===== src/hw/frs_regs.svh =====
// Purpose: timing constants of the flash reset sequencer
// Assumes: core clock of 200 MHz
// Notes:   least times round up, longest times round down
`ifndef FRS_REGS_SVH
`define FRS_REGS_SVH

`define FRS_CLK_MHZ              200
`define FRS_POWER_UP_US          300
`define FRS_WARM_RESET_US        35
`define FRS_RESET_PULSE_NS       200
`define FRS_POST_RESET_HOLD_NS   50
`define FRS_RESET_SETUP_NS       50

`define FRS_POWER_UP_CYC    ((`FRS_POWER_UP_US * `FRS_CLK_MHZ))
`define FRS_WARM_RESET_CYC  ((`FRS_WARM_RESET_US * `FRS_CLK_MHZ))
`define FRS_RESET_PULSE_CYC ((`FRS_RESET_PULSE_NS * `FRS_CLK_MHZ + 999) / 1000)
`define FRS_POST_HOLD_CYC   ((`FRS_POST_RESET_HOLD_NS * `FRS_CLK_MHZ + 999) / 1000)
`define FRS_SETUP_CYC       ((`FRS_RESET_SETUP_NS * `FRS_CLK_MHZ + 999) / 1000)

`define FRS_CNT_W           17
`define FRS_PULSE_W         8

`endif


===== src/hw/frs_pkg.sv =====
// Purpose: types of the flash reset sequencer
// Assumes: nothing
// Notes:   status travels as one packed struct
package frs_pkg;

  typedef enum logic [2:0] {
    FRS_WAIT_VCC,
    FRS_COLD,
    FRS_HOLD,
    FRS_READY,
    FRS_WARM
  } frs_state_t;

  typedef struct packed {
    logic ready;
    logic outputs_hiz;
    logic cmd_ignore;
    logic cold_ok;
  } frs_status_t;

endpackage


===== src/hw/frs_top.sv =====
// Purpose: cold and warm reset sequencing of a serial flash device
// Assumes: supply monitor, reset pin and chip select arrive asynchronously
// Notes:   long delays are parameters so that simulation may shorten them
`timescale 1ns/1ps
`include "frs_regs.svh"

module frs_top
  import frs_pkg::*;
#(
  parameter int POWER_UP_CYC   = `FRS_POWER_UP_CYC,
  parameter int WARM_RESET_CYC = `FRS_WARM_RESET_CYC
) (
  input  wire logic  core_clk_in,
  input  wire logic  resetn_in,
  input  wire logic  vcc_ok_in,
  input  wire logic  reset_pin_n_in,
  input  wire logic  cs_n_in,
  input  wire logic  cold_fault_in,
  output frs_status_t status_out,
  output logic       abort_op_out,
  output logic       restore_regs_out,
  output logic       selected_out
);

  localparam logic [`FRS_CNT_W-1:0]   PU_LAST    = `FRS_CNT_W'(POWER_UP_CYC - 1);
  localparam logic [`FRS_CNT_W-1:0]   WARM_LAST  = `FRS_CNT_W'(WARM_RESET_CYC - 1);
  localparam logic [`FRS_PULSE_W-1:0] PULSE_LAST = `FRS_PULSE_W'(`FRS_RESET_PULSE_CYC - 1);

  logic [1:0]              vcc_sync_reg;
  logic [1:0]              rst_sync_reg;
  logic [1:0]              cs_sync_reg;
  logic                    vcc_ok;
  logic                    pin_low;
  logic                    cs_low;
  frs_state_t              state_reg;
  frs_state_t              state_next;
  logic [`FRS_CNT_W-1:0]   cnt_reg;
  logic [`FRS_PULSE_W-1:0] low_cnt_reg;
  logic                    pulse_valid;
  logic                    cold_ok_reg;
  logic                    cold_err_reg;

  // two-stage synchronisers; logic reads only the second stage, never the first
  always_ff @(posedge core_clk_in or negedge resetn_in) begin
    if (!resetn_in) begin
      vcc_sync_reg <= 2'h0;
      rst_sync_reg <= 2'h3;
      cs_sync_reg  <= 2'h3;
    end else begin
      vcc_sync_reg <= {vcc_sync_reg[0], vcc_ok_in};
      rst_sync_reg <= {rst_sync_reg[0], reset_pin_n_in};
      cs_sync_reg  <= {cs_sync_reg[0], cs_n_in};
    end
  end

  assign vcc_ok  = vcc_sync_reg[1];
  assign pin_low = !rst_sync_reg[1];
  assign cs_low  = !cs_sync_reg[1];

  // low time of the reset pin; saturates so a held pin fires only once
  always_ff @(posedge core_clk_in or negedge resetn_in) begin
    if (!resetn_in) begin
      low_cnt_reg <= '0;
    end else if (!pin_low) begin
      low_cnt_reg <= '0;
    end else if (low_cnt_reg != {`FRS_PULSE_W{1'b1}}) begin
      low_cnt_reg <= low_cnt_reg + `FRS_PULSE_W'(1);
    end
  end

  // fires in the single cycle the pulse reaches the minimum width
  assign pulse_valid = pin_low && (low_cnt_reg == PULSE_LAST);

  always_comb begin
    state_next = state_reg;
    case (state_reg)
      FRS_WAIT_VCC: begin
        if (vcc_ok) begin
          state_next = FRS_COLD;
        end
      end
      FRS_COLD: begin
        // reset pin is read only when the count ends, to choose hold or ready
        if (cnt_reg == PU_LAST) begin
          state_next = pin_low ? FRS_HOLD : FRS_READY;
        end
      end
      FRS_HOLD: begin
        if (!pin_low) begin
          state_next = FRS_READY;
        end
      end
      FRS_READY: begin
        if (pulse_valid) begin
          state_next = cold_ok_reg ? FRS_WARM : FRS_COLD;
        end
      end
      FRS_WARM: begin
        if (cnt_reg == WARM_LAST) begin
          state_next = pin_low ? FRS_HOLD : FRS_READY;
        end
      end
      default: state_next = FRS_WAIT_VCC;
    endcase
    if (!vcc_ok) begin
      state_next = FRS_WAIT_VCC;
    end
  end

  always_ff @(posedge core_clk_in or negedge resetn_in) begin
    if (!resetn_in) begin
      state_reg <= FRS_WAIT_VCC;
    end else begin
      state_reg <= state_next;
    end
  end

  // one counter serves both sequences; they never overlap
  always_ff @(posedge core_clk_in or negedge resetn_in) begin
    if (!resetn_in) begin
      cnt_reg <= '0;
    end else if (state_next != state_reg) begin
      cnt_reg <= '0;
    end else if (state_reg == FRS_COLD || state_reg == FRS_WARM) begin
      cnt_reg <= cnt_reg + `FRS_CNT_W'(1);
    end
  end

  // a fault seen at any time during the cold sequence spoils it
  always_ff @(posedge core_clk_in or negedge resetn_in) begin
    if (!resetn_in) begin
      cold_err_reg <= 1'b0;
      cold_ok_reg  <= 1'b0;
    end else if (state_reg != FRS_COLD && state_next == FRS_COLD) begin
      cold_err_reg <= cold_fault_in;
      cold_ok_reg  <= 1'b0;
    end else if (state_reg == FRS_COLD) begin
      cold_err_reg <= cold_err_reg | cold_fault_in;
      if (state_next != FRS_COLD) begin
        cold_ok_reg <= vcc_ok && !(cold_err_reg | cold_fault_in);
      end
    end
  end

  always_ff @(posedge core_clk_in or negedge resetn_in) begin
    if (!resetn_in) begin
      status_out       <= '{ready: 1'b0, outputs_hiz: 1'b1, cmd_ignore: 1'b1, cold_ok: 1'b0};
      abort_op_out     <= 1'b0;
      restore_regs_out <= 1'b0;
      selected_out     <= 1'b0;
    end else begin
      status_out.ready       <= (state_next == FRS_READY);
      status_out.outputs_hiz <= (state_next != FRS_READY);
      status_out.cmd_ignore  <= (state_next != FRS_READY);
      status_out.cold_ok     <= cold_ok_reg;
      abort_op_out           <= (state_reg == FRS_READY) && pulse_valid;
      restore_regs_out       <= (state_next == FRS_COLD || state_next == FRS_WARM)
                                && (state_next != state_reg);
      selected_out           <= (state_next == FRS_READY) && cs_low;
    end
  end

  property p_cold_full;
    @(posedge core_clk_in) disable iff (!resetn_in)
      (state_reg == FRS_COLD && state_next != FRS_COLD && vcc_ok) |-> cnt_reg == PU_LAST;
  endproperty
  a_cold_full: assert property (p_cold_full) else $error("cold sequence cut short");

  property p_cold_bound;
    @(posedge core_clk_in) disable iff (!resetn_in)
      state_reg == FRS_COLD |-> cnt_reg <= PU_LAST;
  endproperty
  a_cold_bound: assert property (p_cold_bound) else $error("cold sequence overran");

  property p_cold_ignores_pin;
    @(posedge core_clk_in) disable iff (!resetn_in)
      state_reg == FRS_COLD |=> state_reg != FRS_WARM;
  endproperty
  a_cold_ignores_pin: assert property (p_cold_ignores_pin) else $error("warm during cold");

  property p_hold_while_low;
    @(posedge core_clk_in) disable iff (!resetn_in)
      (state_reg == FRS_HOLD && pin_low && vcc_ok) |=> state_reg == FRS_HOLD && !status_out.ready;
  endproperty
  a_hold_while_low: assert property (p_hold_while_low) else $error("left hold early");

  property p_warm_start;
    @(posedge core_clk_in) disable iff (!resetn_in)
      (state_reg == FRS_READY && pulse_valid && cold_ok_reg && vcc_ok)
        |=> state_reg == FRS_WARM && restore_regs_out && abort_op_out;
  endproperty
  a_warm_start: assert property (p_warm_start) else $error("warm reset not started");

  property p_failed_cold_rerun;
    @(posedge core_clk_in) disable iff (!resetn_in)
      (state_reg == FRS_READY && pulse_valid && !cold_ok_reg && vcc_ok) |=> state_reg == FRS_COLD;
  endproperty
  a_failed_cold_rerun: assert property (p_failed_cold_rerun) else $error("no cold rerun");

  property p_warm_quiet;
    @(posedge core_clk_in) disable iff (!resetn_in)
      $rose(state_reg == FRS_WARM) |-> ##1 (status_out.outputs_hiz && status_out.cmd_ignore
        && !selected_out)[*4];
  endproperty
  a_warm_quiet: assert property (p_warm_quiet) else $error("outputs live during warm");

  property p_select;
    @(posedge core_clk_in) disable iff (!resetn_in)
      selected_out |-> $past(cs_low) && status_out.ready;
  endproperty
  a_select: assert property (p_select) else $error("selected while cs high");

  property p_short_pulse;
    @(posedge core_clk_in) disable iff (!resetn_in)
      (state_reg == FRS_READY && (!pin_low || low_cnt_reg != PULSE_LAST) && vcc_ok)
        |=> state_reg == FRS_READY;
  endproperty
  a_short_pulse: assert property (p_short_pulse) else $error("short pulse reset");

endmodule // frs_top


===== config.mk =====
export PLATFORM = sky130hd
export DESIGN_NAME = frs_top
export DESIGN_NICKNAME = d
export VERILOG_FILES = /design/src/hw/frs_pkg.sv /design/src/hw/frs_top.sv
export VERILOG_INCLUDE_DIRS = /design/src /design/src/hw
export SDC_FILE = /design/constraint.sdc
export NUM_CORES = 1
export LEC_CHECK = 0
export BUFFER_PORTS_ARGS = -buffer_cell sky130_fd_sc_hd__buf_4
export CORE_MARGIN = 2
export CORE_UTILIZATION = 55
export DETAILED_ROUTE_END_ITERATION = 16
export PLACE_DENSITY = 0.73
export SLEW_MARGIN = 20
export SYNTH_ARGS = -nofsm -noshare
export SYNTH_HDL_FRONTEND = slang
export SYNTH_SLANG_ARGS = --single-unit

===== constraint.sdc =====
create_clock -name core_clk_in -period 5.7 [get_ports core_clk_in]
set_input_delay 1.14 -clock core_clk_in [delete_from_list [all_inputs] [get_ports core_clk_in]]
set_output_delay 1.14 -clock core_clk_in [all_outputs]
set_load 0.03 [all_outputs]

# Word level (Yosys, flattened, before mapping)
# Index checks and enable logic that the tools add are counted.
# totals
inputBits,6
latch_bits,0
rom_bits,0
ff_bits,42
out_inout_bits,7
ramBits,0
mem_count,0
wordCells,66
# classes
bitwise,1
add_sub_neg,2
shift,0
n_lt_le_gt_ge,0
n_reduce_logical,17
n_mux,17
div_mod_pow,0
n_eq_ne,15
mul,0
# ops
cell,count
$mux W17,2
$mux W3,6
$add A17 B1 Y17 const B,1
$eq A17 B13 Y1 const B,1
$eq A17 B16 Y1 const B,1
$mux W8,2
$pmux W3 S5,1
$eq A3 B2 Y1 const B,3
$add A8 B1 Y8 const B,1
$eq A8 B6 Y1 const B,1
$ne A8 B8 Y1 const B,1
$reduce_bool A2 Y1,4
$eq A3 B1 Y1 const B,2
$eq A3 B3 Y1 const B,2
$logic_and A1 B1 Y1,6
$mux W1,6
$ne A3 B1 Y1 const B,2
$logic_not A1 Y1,3
$logic_not A3 Y1,1
$ne A3 B2 Y1 const B,1
$ne A3 B3 Y1,1
$logic_or A1 B1 Y1,2
$reduce_and A2 Y1,1
$or A1 B1 Y1,1

# Depth between registers and ports, before layout
# Gate-level depths: netlist of run 1.
# depth
depth_word,9
depth_mapped,10
depth_no_buf,10

# Least setup slack after synthesis of run 1
# No wires, ideal clock.
# synth_path
path_kind,flip-flop to flip-flop
from,reg cnt_reg[0]
to,reg cold_ok_reg
path_buffers,0
stages_incl_launch_ff,9
t_required_ns,5.575
setup_ns,0.125
arrival_time_ns,2.293
slack_ns,3.282
period_less_slack_ns,2.418
path_cell_list,dfrtp_1 ha_1 nand4bb_4 nor4b_4 a21oi_1 a21o_1 or3_1 ha_1 mux2_2
# synth_between
elab_chain_cells,8
elab_cells_between_ends,13
classes_between,eq/ne (4); mux (5); reduce/logical (4)
# synth_lines
element,line,rtl
start: declaration,frs_top.sv:37,logic [`FRS_CNT_W-1:0] cnt_reg;
start signal: assignment,frs_top.sv:125,cnt_reg <= cnt_reg + `FRS_CNT_W'(1);
$eq A17 B13 Y1 or $eq A17 B16 Y1 (tied branches),"frs_top.sv:99, frs_top.sv:84",
"$mux W3, on equally long branches","frs_top.sv:99, frs_top.sv:84",
$pmux W3 S5 *,frs_top.sv:76,case (state_reg)
$mux W3 *,frs_top.sv:105,if (!vcc_ok) begin
$eq A3 B1 Y1,frs_top.sv:134,end else if (state_reg != FRS_COLD && state_next == FRS_COLD) begin
$logic_and A1 B1 Y1,frs_top.sv:134,
$reduce_bool A2 Y1 (no line),n/a,
$reduce_and A2 Y1 (no line),n/a,
end signal: assignment,frs_top.sv:140,cold_ok_reg <= vcc_ok && !(cold_err_reg | cold_fault_in);
end: declaration,frs_top.sv:40,logic cold_ok_reg;
# Mark *: on every way between the ends. The rest lies on a longest branch, timed or not.
# A chain may end at the register's enable or synchronous reset.

# Worst setup path after layout of run 1
# Same ends and word-level chain as after synthesis.

==> results of run 1 <==
[cells in the mapped netlist, drive strengths merged, types with 3 or more instances]
| library cell | number | area [µm²] |
|---|---|---|
| nor3 | 7 | 35.0 |
| and2 | 5 | 31.3 |
| dfstp | 5 | 131 |
| xnor2 | 7 | 61.3 |
| nand3 | 8 | 40.0 |
| xor2 | 14 | 123 |
| a21oi | 4 | 20.0 |
| nor4 | 4 | 25.0 |
| dfrtp | 37 | 926 |
| nand2 | 14 | 52.6 |
| and3 | 4 | 25.0 |
| nor2b | 3 | 18.8 |
| o21ai | 8 | 40.0 |
| nor2 | 32 | 120 |
| nand4 | 12 | 75.1 |
| ha | 4 | 50.1 |
| inv | 5 | 18.8 |
| buf | 6 | 45.0 |
[power groups by stage]
stage | combinational [W] | sequential [W] | clock, W
4_1_cts | 0.0000403 | 0.000318 | 0.000237
3_3_place_gp | 0.0000372 | 0.000323 | 0
6_report | 0.0000394 | 0.000318 | 0.000230
5_1_grt | 0.0000467 | 0.000320 | 0.000246
3_5_place_dp | 0.0000403 | 0.000324 | 0
2_1_floorplan | 0.0000264 | 0.000321 | 0
[path summary, 6_finish.rpt]
kind | startpoint | endpoint | slack (ns) | cells past startpoint
worst max-delay path | cnt_reg[0] | cold_ok_reg | 3.04 | 8
worst min-delay path | vcc_sync_reg[0] | vcc_sync_reg[1] | 0.35 | 0
worst max register to register | cnt_reg[0] | cold_ok_reg | 3.04 | 8
worst min register to register | vcc_sync_reg[0] | vcc_sync_reg[1] | 0.35 | 0
max in group asynchronous | resetn_in | cs_sync_reg[0] | 4.51 | 1
min in group asynchronous | resetn_in | status_out[0] | 0.81 | 1
[metal layers]
| layer | routed length [µm] | part of all wire (%) |
|---|---|---|
| met4 | 36 | 0.89 |
| met2 | 2070 | 51 |
| met5 | 0 | 0 |
| met3 | 180 | 4.4 |
| met1 | 1770 | 44 |
[worst reg2reg max path: cells and delay by family (launching register included)]
kind	cells	cell delay [ns]
adder cells (fa/ha/maj)	2	0.57
AO/OA/AOI/OAI	2	0.32
flip-flops	1	0.40
AND/OR/NAND/NOR	3	0.95
multiplexers	1	0.32
[final cells by class]
class | instances | area, µm²
fillers | 292 | 1340
clock buffers | 5 | 68.8
inverters | 5 | 18.8
repair buffers | 12 | 90.1
flip-flops and latches | 42 | 1060
clock inverters | 3 | 40.0
multi-input cells | 155 | 1010
well taps | 48 | 60.1
[logic make-up (layout without fill, tap and decap cells)]
kind of cell / after synthesis / count (layout) / synth area share [%]
buffers and inverters: 12 / 25 / 3.16
and+or+nand+nor: 105 / 105 / 27.4
xor gates and xnor gates: 21 / 21 / 8.61
DFF: 42 / 42 / 49.5
adders and majority gates: 4 / 4 / 2.34
muxes: 2 / 2 / 0.995
AOI/OAI and AO/OA: 23 / 23 / 8.02
[per-stage QoR]
step	worst slack (ns)	area [µm²]
final	3.04	2350
after detailed placement	3.06	2240
after global routing	2.91	2350
after CTS	3.03	2350
after global placement	3.19	2240
after floorplan	3.28	2140
==> metrics.md, run 1 <==
| Metric | Value |
|---|---|
| Outcome | `finished, final reports clean` |
| Final Hold Vio Count | `0` |
| Initial antenna violation count | `0` |
| Pint | `0.000453 W` |
| Most Used Layer, Global Route | `met2` |
| GR met3 Demand/Resource | `5.11%` |
| Max Cap Viol | `0` |
| CP startpoint kind | `flop` |
| Reg power frac | `54.1%` |
| DR iter-0 viols | `81` |
| Commonest non-fill, non-tap cells in the layout | `37 x dfrtp_1, 32 x nor2_1, 14 x nand2_1, 14 x xor2_1` |
| Max FFs per register | `17` |
| GPL Wtd Cong | `0.858` |
| Switching share of power | `23.0%` |
| Vias in the first global route | `1638` |
| Peak VDD IR | `0.147 mV` |
| Worst path max stage delay | `0.50 ns` |
| Critical Path Fanout Max | `8` |
| Slew headroom | `39.6%` |
| Placed wire-length estimate | `2790 µm` |
| Num CTS Buffers | `5` |
| Tcrit/Tclk final | `46.7%` |
| Die H | `66.3 µm` |
| Syn Std Cell Area | `0.00214 mm²` |
| Worst Skew | `0.00659 ns` |
| P per Cell Area | `250 mW/mm²` |
| Post-synth EDFFs | `0` |
| Main synth FF type | `dfrtp_1` |
| Mapped Cells | `209` |
| H-Tree Depth | `2` |
| Crit path max-delay family | `simple AND/OR/NAND/NOR gates` |
| Max Root-Sink Buffers | `2` |
| M2 GR Usage | `38.9%` |
| FF+latch count, synth | `42` |
| Sink Count | `42` |
| Commonest non-fill, non-tap cell in the layout | `dfrtp_1` |
| Post-route ant nets | `0` |
| Cts-stage hold buffer count | `0` |
| Gr usage total | `21.6%` |
| Comb power frac | `6.7%` |
| Slew @ Worst Pin | `0.900 ns` |
| Share of cells above drive strength 1 | `14.4%` |
| Clk_lat worst skew | `0.30 ns` |
| Post-synthesis sequential area ratio | `49.5%` |
| Crit-path slowest cell | `nor4b_4` |
| Drt pass-1 iters | `4` |
| P_sw | `0.000135 W` |
| Die area | `0.00440 mm²` |
| Fmax | `0.376 GHz` |
| Fin crit period | `2.66 ns` |
| Area grow syn2layout | `9.84%` |
| Drt wl/cell | `15.0 µm` |
| Vias | `1588` |
| Worst min-delay path class | `reg -> reg` |
| Worst path bufs/invs | `0` |
| Overflow after GRT | `0` |
| # IOs | `13` |
| Max Transition Viols Final | `0` |
| Ys async rst share | `100%` |
| Fin cells | `270` |
| Number of port buffers | `12` |
| CTS tree | `yes` |
| Unique masters post-synth | `44` |
| WHS | `0.354 ns` |
| First-pass GRT wire length | `7290 µm` |
| Req. time, crit path | `5.89 ns` |
| # nets final | `231` |
| Ant. Diodes | `0` |
| Register clock-pin slew on the reported worst setup and hold paths | `0.08 ns` |
| Final setup viols | `0` |
| # rows | `22` |
| Die Width | `66.3 µm` |
| Initial Utilization | `57.9%` |
| Vias per cell | `5.88` |
| Fin util | `63.6%` |
| Worst-path cell chain | `ha_1 > nand4bb_4 > nor4b_4 > a21oi_1 > a21o_1 > or3_1 > ha_1 > mux2_2` |
| Clock Tree Root | `clkbuf_8` |
| CP Capture Type | `flop` |
| Final WL | `4060 µm` |
| TNS Setup | `0 ns` |
| Met1 usage | `26.2%` |
| Core area | `0.00369 mm²` |
| Clock power frac | `39.2%` |
| Pwr Total | `0.000588 W` |
| RSZ-0062 raised after global routing | `no` |
| Crit Path Category | `reg -> reg` |
| Largest net degree at the start of global routing | `43` |
| Post-CTS Resized | `0` |
| Crit path top cell by count | `ha_1` |
| Synth warn | `0` |
| Post-synth net total | `219` |
| Worst EP arrival | `2.85 ns` |
| Synthesized area per cell | `10.2 µm²` |
| Placed Cells | `262` |
| Setup Buffers After CTS | `0` |
| DRC | `0` |
| Leakage | `1.02 nW` |
Note: power is estimated with default switching activity, not from simulation.
==> inputs of run 2 (changes only) <==
--- a/config.mk
+++ b/config.mk
@@ -6,11 +6,12 @@
 export SDC_FILE = /design/constraint.sdc
 export NUM_CORES = 1
 export LEC_CHECK = 0
+export ABC_AREA = 1
 export BUFFER_PORTS_ARGS = -buffer_cell sky130_fd_sc_hd__buf_4
 export CORE_MARGIN = 2
-export CORE_UTILIZATION = 55
+export CORE_UTILIZATION = 54
 export DETAILED_ROUTE_END_ITERATION = 16
-export PLACE_DENSITY = 0.73
+export PLACE_DENSITY = 0.75
 export SLEW_MARGIN = 20
 export SYNTH_ARGS = -nofsm -noshare
 export SYNTH_HDL_FRONTEND = slang
==> constraint.sdc (replaced) <==
create_clock -name core_clk_in -period 2.2 [get_ports core_clk_in]
set_input_delay 0.44 -clock core_clk_in [delete_from_list [all_inputs] [get_ports core_clk_in]]
set_output_delay 0.44 -clock core_clk_in [all_outputs]
set_load 0.03 [all_outputs]
==> metrics.md, run 2 <==
| Metric | Value |
|---|---|
| Clock Tree Root | `clkbuf_8` |
| Number of port buffers | `12 (unchanged)` |
| CP startpoint kind | `flop` |
| Synthesized area per cell | `8.64 µm² (-16%)` |
| Synth warn | `0 (unchanged)` |
| Post-synth top area cell | `dfrtp_1` |
| Area grow syn2layout | `12.7%` |
| Worst min-delay path class | `in -> async` |
| # nets final | `295 (+28%)` |
| Die area | `0.00476 mm² (+8.2%)` |
| P per Cell Area | `553 mW/mm² (+120%)` |
| Count leader, synth | `nand2_1` |
| Outcome | `finished, final reports clean` |
| Req. time, crit path | `2.42 ns (-3.47 ns)` |
| Crit-path slowest cell | `dfrtp_1` |
| Clk_lat worst skew | `0.28 ns (-0.02 ns)` |
| Ant. Diodes | `0 (unchanged)` |
| Worst path bufs/invs | `1 (+1)` |
| Register clock-pin slew on the reported worst setup and hold paths | `0.08 ns (about the same)` |
| Slew headroom | `65.0% (+25 points)` |
| Placed Cells | `324 (+24%)` |
| DR iter-0 viols | `103 (+27%)` |
| Gr usage total | `20.1% (-1.5 points)` |
| H-Tree Depth | `2 (unchanged)` |
| Max FFs per register | `17 (unchanged)` |
| Worst path max stage delay | `0.40 ns (-0.10 ns)` |
| Synth area leaders | `dfrtp_1 41%, nand2_1 7.7%, dfstp_2 5.8%, nor2_4 5.4%, inv_1 5.1%` |
| Switching share of power | `23.7% (+0.70 points)` |
| Syn Std Cell Area | `0.00228 mm² (+6.7%)` |
| Slew @ Worst Pin | `0.524 ns (-0.375 ns)` |
| FF+latch count, synth | `42 (unchanged)` |
| CP Capture Type | `flop` |
| Post-synth net total | `274 (+25%)` |
| Max Root-Sink Buffers | `2 (unchanged)` |
| Worst-path cell chain | `ha_1 > nand2_1 > inv_1 > nand2_1 > nor2_2 > nand2_1 > nand2_1 > nand2_1 > nand2_2 > xor2_2 > nor2_4 > nand2_8 > nor2_4` |
| Vias in the first global route | `1647 (+0.55%)` |
| Largest net degree at the start of global routing | `43 (unchanged)` |
| # IOs | `13 (unchanged)` |
| Mapped Cells | `264 (+26%)` |
| Placed wire-length estimate | `2970 µm (+6.5%)` |
| Cts-stage hold buffer count | `0 (unchanged)` |
| Fmax | `0.493 GHz (+31%)` |
| Worst EP arrival | `2.25 ns (-0.60 ns)` |
| Final WL | `4220 µm (+4.1%)` |
| Core area | `0.00403 mm² (+9.2%)` |
| Worst Skew | `0.0126 ns (+0.00603 ns)` |
| Final Hold Vio Count | `0 (unchanged)` |
| Fin crit period | `2.03 ns (-0.632 ns)` |
| Main synth FF type | `dfrtp_1` |
| Crit Path Category | `reg -> reg` |
| Comb power frac | `7.9% (+1.2 points)` |
| Crit path max-delay family | `simple AND/OR/NAND/NOR gates` |
| Max Cap Viol | `0 (unchanged)` |
| Die Width | `69.0 µm (+4.0%)` |
| Sink Count | `42 (unchanged)` |
| Post-synthesis sequential area ratio | `46.4% (-3.1 points)` |
| Leakage | `1.15 nW (+13%)` |
| Die H | `69.0 µm (+4.0%)` |
| Vias per cell | `5.10 (-13%)` |
| P_sw | `0.000337 W (+150%)` |
| Drt wl/cell | `12.6 µm (-16%)` |
| Critical Path Fanout Max | `8 (unchanged)` |
| # rows | `23 (+4.5%)` |
| DRC | `0 (unchanged)` |
| Pint | `0.00109 W (+140%)` |
| CTS tree | `yes` |
| Fill count | `362 (+24%)` |
| Num CTS Buffers | `5 (unchanged)` |
| Overflow after GRT | `0 (unchanged)` |
| Vias | `1713 (+7.9%)` |
| Drt pass-1 iters | `4 (unchanged)` |
| Initial antenna violation count | `0 (unchanged)` |
| Ys async rst share | `100% (unchanged)` |
| Max Transition Viols Final | `0 (unchanged)` |
| Initial Utilization | `56.6% (-1.3 points)` |
| Share of cells above drive strength 1 | `26.6% (+12 points)` |
| Final setup viols | `0 (unchanged)` |
| Crit path top cell by count | `nand2_1` |
| Yosys top cell area share | `40.6% (-2.7 points)` |
| RSZ-0062 raised after global routing | `no` |
| Fin cells | `336 (+24%)` |
| TNS Setup | `0 ns (unchanged)` |
| Post-route ant nets | `0 (unchanged)` |
| Reg power frac | `56.8% (+2.7 points)` |
| Peak VDD IR | `0.493 mV (+240%)` |
| Commonest non-fill, non-tap cells in the layout | `45 x nand2_1, 37 x dfrtp_1, 31 x inv_1, 25 x nor2_1, 18 x nand3_1` |
| Commonest non-fill, non-tap cell in the layout | `nand2_1` |
| Post-synth EDFFs | `0 (unchanged)` |
| Unique masters post-synth | `30 (-32%)` |
| First-pass GRT wire length | `7070 µm (-2.9%)` |
| Tcrit/Tclk final | `92.2% (+46 points)` |
| Synth cell count leaders | `47 x nand2_1, 37 x dfrtp_1, 31 x inv_1` |
| Clock power frac | `35.3% (-3.9 points)` |
| GPL Wtd Cong | `0.853 (-0.65%)` |
run 2: cell types whose count changed after synthesis, sizes merged, moves of 5 or more:
cell | before | now
nand2 | 14 | 56
inv | 5 | 42
nand3 | 8 | 21
nor2 | 32 | 44
nand4 | 12 | 3
and2 | 5 | 0
nor3 | 7 | 12
xor2 | 14 | 9
run 2: path summary, 6_finish.rpt:
kind                       cells after the start               to  slack [ns]       startpoint
setup / recovery                              13      cnt_reg[14]        0.17       cnt_reg[0]
min in group core_clk_in                       1  vcc_sync_reg[0]        0.26        vcc_ok_in
max in group asynchronous                      1   cs_sync_reg[1]        1.69        resetn_in
hold reg to reg                                0  rst_sync_reg[1]        0.36  rst_sync_reg[0]
setup reg to reg                              13      cnt_reg[14]        0.17       cnt_reg[0]
hold / removal                                 1    status_out[0]        0.12        resetn_in
run 2: kinds of logic (layout without fill, tap and decap cells):
logic type | Yosys count | count (layout) | synth area share [%]
and+or+nand+nor | 141 | 142 | 32.5
buffers and inverters | 44 | 65 | 8.12
DFF | 42 | 42 | 46.4
AOI/OAI and AO/OA | 16 | 16 | 3.95
xor gates and xnor gates | 16 | 16 | 6.47
adders and majority gates | 4 | 4 | 2.19
muxes | 1 | 1 | 0.439
run 2: cell type report:
class | count | area, µm² | area share, %
clock buffers | 7 | 86.3 | 3.36
clock inverters | 1 | 5.00 | 0.195
inverters | 42 | 158 | 6.13
multi-input cells | 179 | 1090 | 42.4
flip-flops and latches | 42 | 1060 | 41.1
well taps | 50 | 62.6 | 2.43
repair buffers | 15 | 113 | 4.38
run 2: routing by layer:
layer	routed length (µm)	GRT usage, %
met1	1980	28.5
met2	2010	30.9
met3	182	3.73
met4	47	6.86
met5	0	0
run 2: what timing repair did:
action,CTS,global route
gates resized for setup,0,9
endpoints found under the setup margin,0,19
buffers inserted,0,3
hold endpoints to repair,0,0
run 2: per-stage QoR:
stage	utilization [%]	cell area, µm²	hold WS (ns)	total power (W)	setup WS, ns
2_1_floorplan	-	2280	0.144	0.000884	0.381
3_3_place_gp	59.7	2410	0.346	0.000915	0.201
3_5_place_dp	59.7	2410	0.347	0.000919	0.135
4_1_cts	62.0	2500	0.138	0.00143	0.0853
5_1_grt	63.8	2570	0.169	0.00149	0.0191
6_report	63.8	2570	0.122	0.00142	0.172
run 2: power by group through the flow:
stage	registers [W]	logic, W	clock network, W
floorplan	0.000824	0.0000602	0
global placement	0.000822	0.0000932	0
detailed placement	0.000823	0.0000958	0
CTS	0.000808	0.0000961	0.000522
global route	0.000811	0.000128	0.000553
finish	0.000808	0.000113	0.000501
==> inputs of run 3 (changes only) <==
--- a/config.mk
+++ b/config.mk
@@ -7,11 +7,11 @@
 export NUM_CORES = 1
 export LEC_CHECK = 0
 export ABC_AREA = 1
-export BUFFER_PORTS_ARGS = -buffer_cell sky130_fd_sc_hd__buf_4
+export BUFFER_PORTS_ARGS = -buffer_cell sky130_fd_sc_hd__buf_2
 export CORE_MARGIN = 2
 export CORE_UTILIZATION = 54
 export DETAILED_ROUTE_END_ITERATION = 16
-export PLACE_DENSITY = 0.75
+export PLACE_DENSITY = 0.73
 export SLEW_MARGIN = 20
 export SYNTH_ARGS = -nofsm -noshare
 export SYNTH_HDL_FRONTEND = slang
==> constraint.sdc (replaced) <==
create_clock -name core_clk_in -period 1.8 [get_ports core_clk_in]
set_input_delay 0.36 -clock core_clk_in [delete_from_list [all_inputs] [get_ports core_clk_in]]
set_output_delay 0.36 -clock core_clk_in [all_outputs]
set_load 0.03 [all_outputs]
==> metrics.md, run 3 (same netlist as run 2, synthesis figures left out) <==
| Metric | Value |
|---|---|
| Fin cells | `372 (+11%)` |
| Crit-path slowest cell | `dfrtp_1` |
| Number of port buffers | `12 (unchanged)` |
| Clock Tree Root | `clkbuf_8` |
| Die area | `0.00476 mm² (unchanged)` |
| Worst EP arrival | `2.19 ns (-0.06 ns)` |
| TNS Setup | `-2.66 ns (-2.66 ns)` |
| Critical Path Fanout Max | `5 (-3)` |
| Worst Slack Setup Final | `-0.164 ns (-0.336 ns)` |
| Final instance area | `0.00300 mm² (+16%)` |
| Num CTS Buffers | `5 (unchanged)` |
| Placed wire-length estimate | `3300 µm (+11%)` |
| DP Area | `0.00268 mm² (+11%)` |
| Crit path top cell by count | `nand2_2` |
| Leakage | `1.36 nW (+18%)` |
| CTS tree | `yes` |
| Gr usage total | `21.9% (+1.8 points)` |
| Commonest non-fill, non-tap cell in the layout | `nand2_1` |
| Worst-path cell chain | `ha_2 > nand2_2 > inv_2 > nand2_2 > nor2_4 > nand3_1 > nand2_1 > nand2_1 > nor2_2 > nand2_4 > nand2_2 > nand2_2 > nand2_2 > nand2_4 > buf_12 > nor2_4` |
| Die Width | `69.0 µm (unchanged)` |
| Register clock-pin slew on the reported worst setup and hold paths | `0.08 ns (about the same)` |
| # IOs | `13 (unchanged)` |
| Post-route ant nets | `0 (unchanged)` |
| # rows | `23 (unchanged)` |
| Max Cap Viol | `0 (unchanged)` |
| Drt wl/cell | `13.2 µm (+5.0%)` |
| DRC | `0 (unchanged)` |
| Placed Cells | `361 (+11%)` |
| GPL Wtd Cong | `0.912 (+6.9%)` |
| Initial Utilization | `56.6% (unchanged)` |
| Commonest non-fill, non-tap cells in the layout | `39 x nand2_1, 37 x dfrtp_1, 35 x buf_4, 26 x inv_1, 20 x nor2_4` |
| Area grow syn2layout | `31.3%` |
| CP Capture Type | `flop` |
| Req. time, crit path | `2.03 ns (-0.39 ns)` |
| DR iter-0 viols | `97 (-5.8%)` |
| Outcome | `complete, but fails checks` |
| Crit path max-delay family | `simple AND/OR/NAND/NOR gates` |
| Final Hold Vio Count | `0 (unchanged)` |
| Slew headroom | `62.7% (-2.3 points)` |
| Final WL | `4910 µm (+16%)` |
| Core area | `0.00403 mm² (unchanged)` |
| RSZ-0062 raised after global routing | `yes` |
| Max FFs per register | `17 (unchanged)` |
| Final setup viols | `19 (+19)` |
| # nets final | `331 (+12%)` |
| Vias | `1898 (+11%)` |
| Drt pass-1 iters | `5 (+1)` |
| H-Tree Depth | `2 (unchanged)` |
| WHS | `0.0436 ns (-0.0783 ns)` |
| Clk_lat worst skew | `0.30 ns (+0.02 ns)` |
| Sink Count | `42 (unchanged)` |
| Worst path max stage delay | `0.37 ns (-0.03 ns)` |
| CP startpoint kind | `flop` |
| Failing checks | `negative setup slack` |
| Worst Skew | `0.00897 ns (-0.00366 ns)` |
| Vias in the first global route | `1797 (+9.1%)` |
| Overflow after GRT | `0 (unchanged)` |
| Max Transition Viols Final | `0 (unchanged)` |
| Initial antenna violation count | `0 (unchanged)` |
| Worst min-delay path class | `in -> async` |
| Tcrit/Tclk final | `109% (+17 points)` |
| Fmax | `0.509 GHz (+3.3%)` |
| Fin crit period | `1.96 ns (-0.0643 ns)` |
| Max Root-Sink Buffers | `2 (unchanged)` |
| First-pass GRT wire length | `7710 µm (+9.0%)` |
| Die H | `69.0 µm (unchanged)` |
| P per Cell Area | `640 mW/mm² (+16%)` |
| Vias per cell | `5.10 (about the same)` |
| Worst path bufs/invs | `2 (+1)` |
| Peak VDD IR | `0.517 mV (+5.0%)` |
| Largest net degree at the start of global routing | `28 (-35%)` |
| Slew @ Worst Pin | `0.559 ns (+0.0346 ns)` |
| Share of cells above drive strength 1 | `43.8% (+17 points)` |
| Ant. Diodes | `0 (unchanged)` |
| Crit Path Category | `reg -> reg` |
[run 3: repair_timing]
action,in CTS,in global routing
hold buffers,0,0
buffers inserted,1,1
pin swaps,2,10
gates cloned,0,1
gates resized for setup,12,39
endpoints found under the setup margin,19,29
[run 3: final cells by class]
type | count | area (µm²)
Multi-Input combinational cell | 178 | 1200
Sequential cell | 42 | 1060
Fill cell | 295 | 1030
Timing Repair Buffer | 52 | 410
Inverter | 42 | 158
Clock buffer | 5 | 68.8
Tap cell | 50 | 62.6
Clock inverter | 3 | 40.0
[run 3: path summary, 6_finish.rpt]
check / start / to / slack [ns] / depth (start not counted)
setup / recovery: cnt_reg[1] / cnt_reg[3] / -0.16 / 16
hold / removal: resetn_in / status_out[0] / 0.04 / 1
setup reg to reg: cnt_reg[1] / cnt_reg[3] / -0.16 / 16
hold reg to reg: vcc_sync_reg[0] / vcc_sync_reg[1] / 0.35 / 0
max in group asynchronous: resetn_in / cnt_reg[3] / 1.22 / 2
min in group core_clk_in: reset_pin_n_in / rst_sync_reg[0] / 0.16 / 1
[run 3: power by group]
group          internal (W)  switching, W
logic             0.0000764      0.000111
registers          0.000970     0.0000161
clock network      0.000409      0.000337
[run 3: per-stage QoR]
step	power, W	setup WS, ns	util, %
3_3_place_gp	0.00115	-0.0326	66.6
4_1_cts	0.00190	-0.0333	70.2
6_report	0.00192	-0.164	74.3
5_1_grt	0.00198	-0.273	74.3
3_5_place_dp	0.00115	-0.117	66.6
2_1_floorplan	0.00108	0.00240	-
[run 3: per-layer routing]
layer	track usage [%]	part of all wire, %	vias to the layer above
met5	0	0	-
met4	6.86	1.2	0
met3	4.38	4.5	8
met2	35.5	50	47
met1	29.7	45	897
li1	-	-	946
